`config.mk`:
```
export PLATFORM = sky130hd
export DESIGN_NAME = dsw_device_flat
export DESIGN_NICKNAME = d
export VERILOG_FILES = /design/src/include/dsw_pkg.sv /design/src/include/dsw_if.sv /design/src/hw/dsw_device.sv /design/src/flat_wrapper.sv
export VERILOG_INCLUDE_DIRS = /design/src /design/src/include
export SDC_FILE = /design/constraint.sdc
export NUM_CORES = 1
export LEC_CHECK = 0
export BUFFER_PORTS_ARGS = -buffer_cell sky130_fd_sc_hd__buf_4
export CORE_ASPECT_RATIO = 0.7
export CORE_MARGIN = 1
export CORE_UTILIZATION = 54
export DETAILED_ROUTE_END_ITERATION = 8
export PLACE_DENSITY_LB_ADDON = 0.3
export REMOVE_ABC_BUFFERS = 1
export SLEW_MARGIN = 20
export SYNTH_ARGS = -nofsm -noshare
export SYNTH_HDL_FRONTEND = slang
export SYNTH_SLANG_ARGS = --single-unit
```
`constraint.sdc`:
```
create_clock -name clock_i -period 2.1 [get_ports clock_i]
set_input_delay 0.315 -clock clock_i [delete_from_list [all_inputs] [get_ports clock_i]]
set_output_delay 0.315 -clock clock_i [all_outputs]
set_load 0.05 [all_outputs]
```
`src/include/dsw_defines.svh`:
```
/*
 * Constants shared by both ends of the DAC serial write port: timing figures,
 * word layout and the controller's register map.
 * Assumes a 100 MHz system clock on both ends.
 */
`ifndef DSW_DEFINES_SVH
`define DSW_DEFINES_SVH

// Timing figures in their own units and the cycle counts derived from them.
`define DSW_CLK_NS        10
`define DSW_SCLK_MAX_MHZ  30
`define DSW_SCLK_MIN_NS   ((1000 + `DSW_SCLK_MAX_MHZ - 1) / `DSW_SCLK_MAX_MHZ)
`define DSW_SYNC_GAP_NS   12
`define DSW_SYNC_GAP_CYC  ((`DSW_SYNC_GAP_NS + `DSW_CLK_NS - 1) / `DSW_CLK_NS)
`define DSW_HALF_DEFAULT  8

// Word layout.
`define DSW_WORD_LONG     24
`define DSW_WORD_SHORT    16
`define DSW_DATA_LONG     16
`define DSW_DATA_SHORT    14
`define DSW_MODE_NORMAL   2'h0
`define DSW_MODE_SOFTRST  2'h3
`define DSW_CODE_ZERO     16'h0000
`define DSW_MID_LONG      16'h8000
`define DSW_MID_SHORT     16'h2000

// Controller register map, byte addresses of 32-bit words.
`define DSW_REG_CTRL      4'h0
`define DSW_REG_WORD      4'h4
`define DSW_REG_STATUS    4'h8
`define DSW_CTRL_START    0
`define DSW_CTRL_ABORT    1
`define DSW_CTRL_IDLELOW  2
`define DSW_STAT_BUSY     0
`define DSW_STAT_DONE     1

`endif

```
`src/include/dsw_pkg.sv`:
```
/*
 * Types for the DAC serial write port.
 * Assumes dsw_defines.svh is on the include path.
 */
package dsw_pkg;
    typedef enum logic [1:0] {
        DEV_IDLE,
        DEV_SHIFT,
        DEV_DONE
    } dsw_dev_state_type;

    typedef enum logic [2:0] {
        HST_IDLE,
        HST_GAP,
        HST_HIGH,
        HST_LOW
    } dsw_host_state_type;

    typedef logic [1:0] dsw_mode_type;
endpackage : dsw_pkg

```
`src/include/dsw_if.sv`:
```
/*
 * The three wires between the host controller and the DAC input port.
 * Assumes the host drives all three wires; the device only listens.
 */
interface dsw_if;
    logic sclk;
    logic sync_n;
    logic sdin;

    modport host (
        output sclk,
        output sync_n,
        output sdin
    );

    modport device (
        input sclk,
        input sync_n,
        input sdin
    );
endinterface : dsw_if

```
`src/hw/dsw_device.sv`:
```
/*
 * Device end of the DAC serial write port: input shift register, command
 * execution, DAC register with power-on code and the switch decode.
 * Assumes the link wires come from another clock domain and that the
 * serial clock is slow enough to be sampled by the 100 MHz clock.
 */
`include "dsw_defines.svh"

module dsw_device #(
    parameter int WORD_BITS    = `DSW_WORD_LONG,
    parameter bit POR_MIDSCALE = 1'b1
) (
    input  wire logic             clock_i,
    input  wire logic             rst_i,
    dsw_if.device                 link,
    output logic [15:0]           dac_code_o,
    output dsw_pkg::dsw_mode_type mode_o,
    output logic [14:0]           segment_o,
    output logic [11:0]           ladder_o,
    output logic                  frame_done_o,
    output logic                  frame_abort_o
);
    import dsw_pkg::*;

    localparam int DATA_BITS = (WORD_BITS == `DSW_WORD_LONG) ? `DSW_DATA_LONG
                                                             : `DSW_DATA_SHORT;
    localparam int ALIGN = 16 - DATA_BITS;

    if (WORD_BITS != `DSW_WORD_LONG && WORD_BITS != `DSW_WORD_SHORT) begin : g_bad_word
        $error("dsw_device: WORD_BITS must be 24 or 16");
    end

    ////////////////////////////////////////////////////////////////////////////
    // Helpers.

    function automatic logic [15:0] por_code();
        if (!POR_MIDSCALE) begin
            return `DSW_CODE_ZERO;
        end
        return (WORD_BITS == `DSW_WORD_LONG) ? `DSW_MID_LONG : `DSW_MID_SHORT;
    endfunction : por_code

    function automatic logic [14:0] seg_decode(input logic [3:0] msb);
        logic [14:0] seg;
        seg = 15'h0000;
        for (int i = 0; i < 15; i++) begin
            seg[i] = (msb > 4'(i));
        end
        return seg;
    endfunction : seg_decode

    ////////////////////////////////////////////////////////////////////////////
    // Pin synchronisers. Stage 0 feeds only stage 1; edges are taken
    // between stage 1 and a third flop so no logic sees a metastable value.

    logic [1:0] sclk_sync;
    logic [1:0] fsync_sync;
    logic [1:0] din_sync;
    logic       sclk_prev;
    logic       fsync_prev;

    always_ff @(posedge clock_i) begin
        if (rst_i) begin
            sclk_sync  <= 2'h3;
            fsync_sync <= 2'h3;
            din_sync   <= 2'h0;
            sclk_prev  <= 1'b1;
            fsync_prev <= 1'b1;
        end else begin
            sclk_sync  <= {sclk_sync[0], link.sclk};
            fsync_sync <= {fsync_sync[0], link.sync_n};
            din_sync   <= {din_sync[0], link.sdin};
            sclk_prev  <= sclk_sync[1];
            fsync_prev <= fsync_sync[1];
        end
    end

    logic sclk_fall;
    logic fsync_fall;
    logic fsync_high;

    assign sclk_fall  = sclk_prev & ~sclk_sync[1];
    assign fsync_fall = fsync_prev & ~fsync_sync[1];
    assign fsync_high = fsync_sync[1];

    ////////////////////////////////////////////////////////////////////////////
    // Frame sequencing.

    dsw_dev_state_type    state;
    logic [WORD_BITS-1:0] shreg;
    logic [4:0]           bit_count;
    logic                 last_edge;
    logic [WORD_BITS-1:0] word;

    assign last_edge = sclk_fall && (bit_count == 5'(WORD_BITS - 1));
    assign word      = {shreg[WORD_BITS-2:0], din_sync[1]};

    always_ff @(posedge clock_i) begin
        if (rst_i) begin
            state <= DEV_IDLE;
        end else begin
            case (state)
                DEV_IDLE: begin
                    if (fsync_fall) begin
                        state <= DEV_SHIFT;
                    end
                end
                DEV_SHIFT: begin
                    // Sync high wins over a clock edge seen in the same cycle.
                    if (fsync_high) begin
                        state <= DEV_IDLE;
                    end else if (last_edge) begin
                        state <= DEV_DONE;
                    end
                end
                DEV_DONE: begin
                    if (fsync_high) begin
                        state <= DEV_IDLE;
                    end
                end
                default: begin
                    state <= DEV_IDLE;
                end
            endcase
        end
    end

    always_ff @(posedge clock_i) begin
        if (rst_i) begin
            shreg     <= '0;
            bit_count <= 5'h00;
        end else if (state != DEV_SHIFT || fsync_high) begin
            shreg     <= '0;
            bit_count <= 5'h00;
        end else if (sclk_fall) begin
            shreg     <= word;
            bit_count <= bit_count + 5'h01;
        end
    end

    ////////////////////////////////////////////////////////////////////////////
    // Command execution on the final falling edge.

    logic         execute;
    dsw_mode_type mode_bits;
    logic [15:0]  data_bits;
    logic         soft_reset;

    assign execute   = (state == DEV_SHIFT) && !fsync_high && last_edge;
    assign mode_bits = word[DATA_BITS+1:DATA_BITS];
    assign data_bits = 16'(word[DATA_BITS-1:0]);

    // The long word resets only when all ones; the short word has no spare
    // bits, so its reset code is the mode pair alone.
    assign soft_reset = (WORD_BITS == `DSW_WORD_LONG) ? (&word)
                                                      : (mode_bits == `DSW_MODE_SOFTRST);

    always_ff @(posedge clock_i) begin
        if (rst_i) begin
            dac_code_o <= por_code();
            mode_o     <= `DSW_MODE_NORMAL;
        end else if (execute) begin
            if (soft_reset) begin
                dac_code_o <= por_code();
                mode_o     <= `DSW_MODE_NORMAL;
            end else if (mode_bits == `DSW_MODE_NORMAL) begin
                dac_code_o <= data_bits;
                mode_o     <= mode_bits;
            end else begin
                mode_o     <= mode_bits;
            end
        end
    end

    always_ff @(posedge clock_i) begin
        if (rst_i) begin
            frame_done_o  <= 1'b0;
            frame_abort_o <= 1'b0;
        end else begin
            frame_done_o  <= execute;
            frame_abort_o <= (state == DEV_SHIFT) && fsync_high;
        end
    end

    ////////////////////////////////////////////////////////////////////////////
    // Switch decode. It lags the DAC register by one cycle so that every
    // output stays a plain flop.

    logic [15:0] aligned;

    assign aligned = dac_code_o << ALIGN;

    always_ff @(posedge clock_i) begin
        if (rst_i) begin
            segment_o <= '0;
            ladder_o  <= '0;
        end else begin
            segment_o <= seg_decode(aligned[15:12]);
            ladder_o  <= aligned[11:0];
        end
    end
endmodule : dsw_device

```
`src/flat_wrapper.sv`:
```
// flat-port wrapper written by rule: the top's interface ports become plain ports
module dsw_device_flat import dsw_pkg::*;
#(
    parameter int WORD_BITS    = `DSW_WORD_LONG,
    parameter bit POR_MIDSCALE = 1'b1
)
  (clock_i, rst_i, dac_code_o, mode_o, segment_o, ladder_o, frame_done_o, frame_abort_o, link_sclk, link_sync_n, link_sdin);
  dsw_if link_i ();
  input  wire logic clock_i;
  input  wire logic rst_i;
  output logic [15:0] dac_code_o;
  output dsw_pkg::dsw_mode_type mode_o;
  output logic [14:0] segment_o;
  output logic [11:0] ladder_o;
  output logic frame_done_o;
  output logic frame_abort_o;
  input wire logic [$bits(link_i.sclk)-1:0] link_sclk;
  input wire logic [$bits(link_i.sync_n)-1:0] link_sync_n;
  input wire logic [$bits(link_i.sdin)-1:0] link_sdin;
  assign link_i.sclk = link_sclk;
  assign link_i.sync_n = link_sync_n;
  assign link_i.sdin = link_sdin;
  dsw_device #(.WORD_BITS(WORD_BITS), .POR_MIDSCALE(POR_MIDSCALE)) u_core (.clock_i(clock_i), .rst_i(rst_i), .link(link_i), .dac_code_o(dac_code_o), .mode_o(mode_o), .segment_o(segment_o), .ladder_o(ladder_o), .frame_done_o(frame_done_o), .frame_abort_o(frame_abort_o));
endmodule
```
==> results by group <==
Yosys
  – Synth Cell Area: between 0.002 and 0.003 mm^2
  – Synth cell types: 37
  – Synth top area share: between 50% and 60%
  – Leading area contributor after synthesis: dfxtp_1
  – Ys async rst share: 0%
  – Top FF cell, synth: dfxtp_1
  – #FFs+latches synth: 85
  – Synth warnings: 0
  – Mapped Cells: 319
  – Fraction of the yosys area taken by sequential cells: a little under three fifths
  – Avg Cell Area, Syn: 9.31 um^2
  – Synth top area cells: dfxtp_1 (57%), nand2_1 (7.2%), a21oi_1 (4.7%)
  – Number of synthesized flops with an enable pin: 0

Setup path
  – Req. time, crit path: between 2 and 2.5 ns
  – Critical path launch point: u_core.bit_count[0]
  – CP startpoint kind: flip-flop
  – Critical Path Sink Type: flip-flop
  – Worst Path Class, Setup: reg -> reg
  – Crit path cell chain: ha_1, nand4b_1, or3_1, buf_4, a32oi_1, o31ai_1
  – Crit-path slowest cell: dfxtp_1
  – CP max stage delay: ~0.4 ns
  – Critical R2R Launch: u_core.bit_count[0]
  – CP max FO: 21
  – CP Buf/Inv Count: 1
  – CP top delay family: simple AND/OR/NAND/NOR gates
  – Worst path arrival time: between 2 and 2.5 ns

Floorplan
  – Total die area: 0.00580 mm^2
  – Row cnt: 22
  – Starting Density: about 56%
  – Die width: 90.6 um
  – Die Y-Extent: about 64 um
  – Core ar.: 0.00526 mm^2
  – Ports: 52

Global routing
  – Pin count of the biggest net entering global routing: 25
  – All-Layer GR Usage: around 23%
  – First-pass GRT wire length: 9.92 mm
  – Initial antenna violation count: 0
  – Vias in the first global route: 2128
  – Total gr overflow: 0

STA
  – Fin crit share: 88.9%
  – Final hold violation count: 0
  – Final Skew: approximately 0.0048 ns
  – Final-report setup violation count: 0
  – Peak Freq: 0.536 GHz
  – RSZ-0062 raised after global routing: no
  – Crit path time final: ~1.9 ns
  – Worst Max-Slew Pin Slew: 0.744 ns
  – Slew HR: 49.9%
  – Slew Viols, Final: 0

Power and ir drop
  – P_int: ~2100 uW
  – Sw Ratio: 22.0%
  – Power share of the clock group: 37.2%
  – VDD IR max: 483 uV
  – Sw power: between 600 and 700 uW
  – Combinational power share: between 3 and 4%
  – PwrDens: 761 mW/mm^2
  – Overall Power: 2750 uW
  – Seq pwr share: about three fifths
  – Leakage power: 0.00138 uW

Place
  – Placed Cells: between 400 and 500
  – Port Buffers: just over 50
  – Post-DP HPWL: between 4 and 5 mm
  – DP Area: ~0.0034 mm^2
  – Routability cong.: slightly below 0.8

Finish
  – ANT cells: 0
  – Nets: between 300 and 400
  – Finished Layout Cells: around 450
  – Layout area overhead: 21.5%
  – Final instance area: around 0.0036 mm^2
  – Ratio of cells with drive above 1 in the final layout: 25.8%
  – Fill cells: between 400 and 500

CTS
  – CTS root buf: clkbuf_8
  – CTS hold repair buffers: 0
  – Clock Latency Late Sink: approximately 0.35 ns
  – Post-CTS Resized: 0
  – H-tree Lvls: 3
  – TritonCTS clock tree: yes
  – Setup Fix Bufs, Post-CTS: 0
  – TritonCTS Buffers: 9
  – CTS clock-pin slew for the worst setup and hold paths: roughly 0.080 ns
  – Clk sinks: 85
  – Deepest clock path buffer count: 2

Route
  – Initial DRT Pass Iterations: 4
  – Antenna-violating nets left: 0
  – DRC violations left: 0
  – 1st-iter DRT viols: ~150
  – Avg Vias per Cell: 5.31
  – Post-Route WL: slightly above 6 mm
  – Routed vias: 2379
  – Avg WL per Cell: between 10 and 15 um

Run status
  – Status: finished clean

Run
  – Max Cap Viol: 0

Hold path
  – Hold Path Class: in -> reg
  – Worst Hold Launch: link_sclk
[synth_stat cells, drive strengths merged (2+ instances only)]
cell type / count
a21oi: 28
a22oi: 12
a32oi: 4
buf: 7
clkbuf: 15
dfxtp: 85
inv: 9
nand2: 57
nand3: 3
nand4: 8
nor2: 17
nor2b: 15
nor3: 3
o21ai: 27
o31ai: 3
o41ai: 2
or2: 6
or3: 3
or4: 2
xor2: 3
[worst paths after layout]
check                                              to  slack [ns]  depth (start not counted)
worst max register to register  u_core.dac_code_o[13]        0.23                          6
worst min-delay path              u_core.sclk_sync[0]        0.14                          2
worst max-delay path            u_core.dac_code_o[13]        0.23                          6
worst min register to register    u_core.sclk_sync[1]        0.41                          1
[power groups by stage]
stage	clock network, uW	logic [uW]	registers, uW
final	1020	93.2	1630
after floorplan	0	24.3	1700
after CTS	1050	93.8	1630
after detailed placement	0	93.0	1670
after global routing	1130	99.1	1630
after global placement	0	91.9	1670
[registers in the layout, indices dropped and copies added, names as in the netlist]
| signal | cells |
|---|---|
| u_core.state | 2 |
| u_core.sclk_sync | 2 |
| u_core.sclk_prev | 1 |
| u_core.fsync_prev | 1 |
| u_core.frame_abort_o | 1 |
| u_core.shreg | 23 |
| u_core.mode_o | 2 |
| u_core.frame_done_o | 1 |
| u_core.din_sync | 2 |
| u_core.ladder_o | 12 |
| u_core.segment_o | 15 |
| u_core.fsync_sync | 2 |
| u_core.dac_code_o | 16 |
| u_core.bit_count | 5 |
[per-stage QoR]
step           util (%)  TNS, ns  worst slack (ns)  hold WS (ns)
2_1_floorplan         -  -0.0634           -0.0317         0.384
3_3_place_gp       65.2        0             0.381         0.392
3_5_place_dp       65.2        0             0.293         0.395
4_1_cts            68.6        0             0.249         0.124
5_1_grt            68.6        0             0.127         0.117
6_report           68.6        0             0.234         0.141
[cell type report]
class / count / area [um^2] / share of cell area, %
flip-flops and latches: 85 / 1700 / 47.2
multi-input cells: 203 / 1130 / 31.4
well taps: 72 / 90.1 / 2.50
inverters: 9 / 33.8 / 0.937
repair buffers: 63 / 473 / 13.1
clock inverters: 4 / 22.5 / 0.624
clock buffers: 12 / 155 / 4.30
[cell families after synthesis]
family	count (synthesis)	share of synthesized area, %
and+or+nand+nor	120	19.9
DFF	85	57.3
AOI/OAI and AO/OA	78	16.6
buffers and inverters	31	4.59
xor gates and xnor gates	4	1.18
adders and majority gates	1	0.421
[layout by cell type (no fill, tap or decap), types with 4 or more instances in the layout]
cell type,netlist,routed
clkbuf_8,0,11
nand2_1,57,57
or2_2,6,6
a32oi_1,4,4
dfxtp_1,85,85
o21ai_0,17,17
nand4_1,8,8
nor2_1,17,17
o21ai_2,10,10
buf_4,3,63
inv_1,9,9
nor2b_1,15,15
a22oi_1,12,12
a21oi_1,28,28
[metal layers]
metal / wire, um / up-vias / global-route usage (%)
met1: 2730 / 1099 / 29.1
met5: 0 / - / 0
met2: 2690 / 83 / 33.0
met3: 568 / 7 / 10.2
li1: - / 1190 / -
met4: 77 / 0 / 8.27
Power figures use the tool's default switching activity.
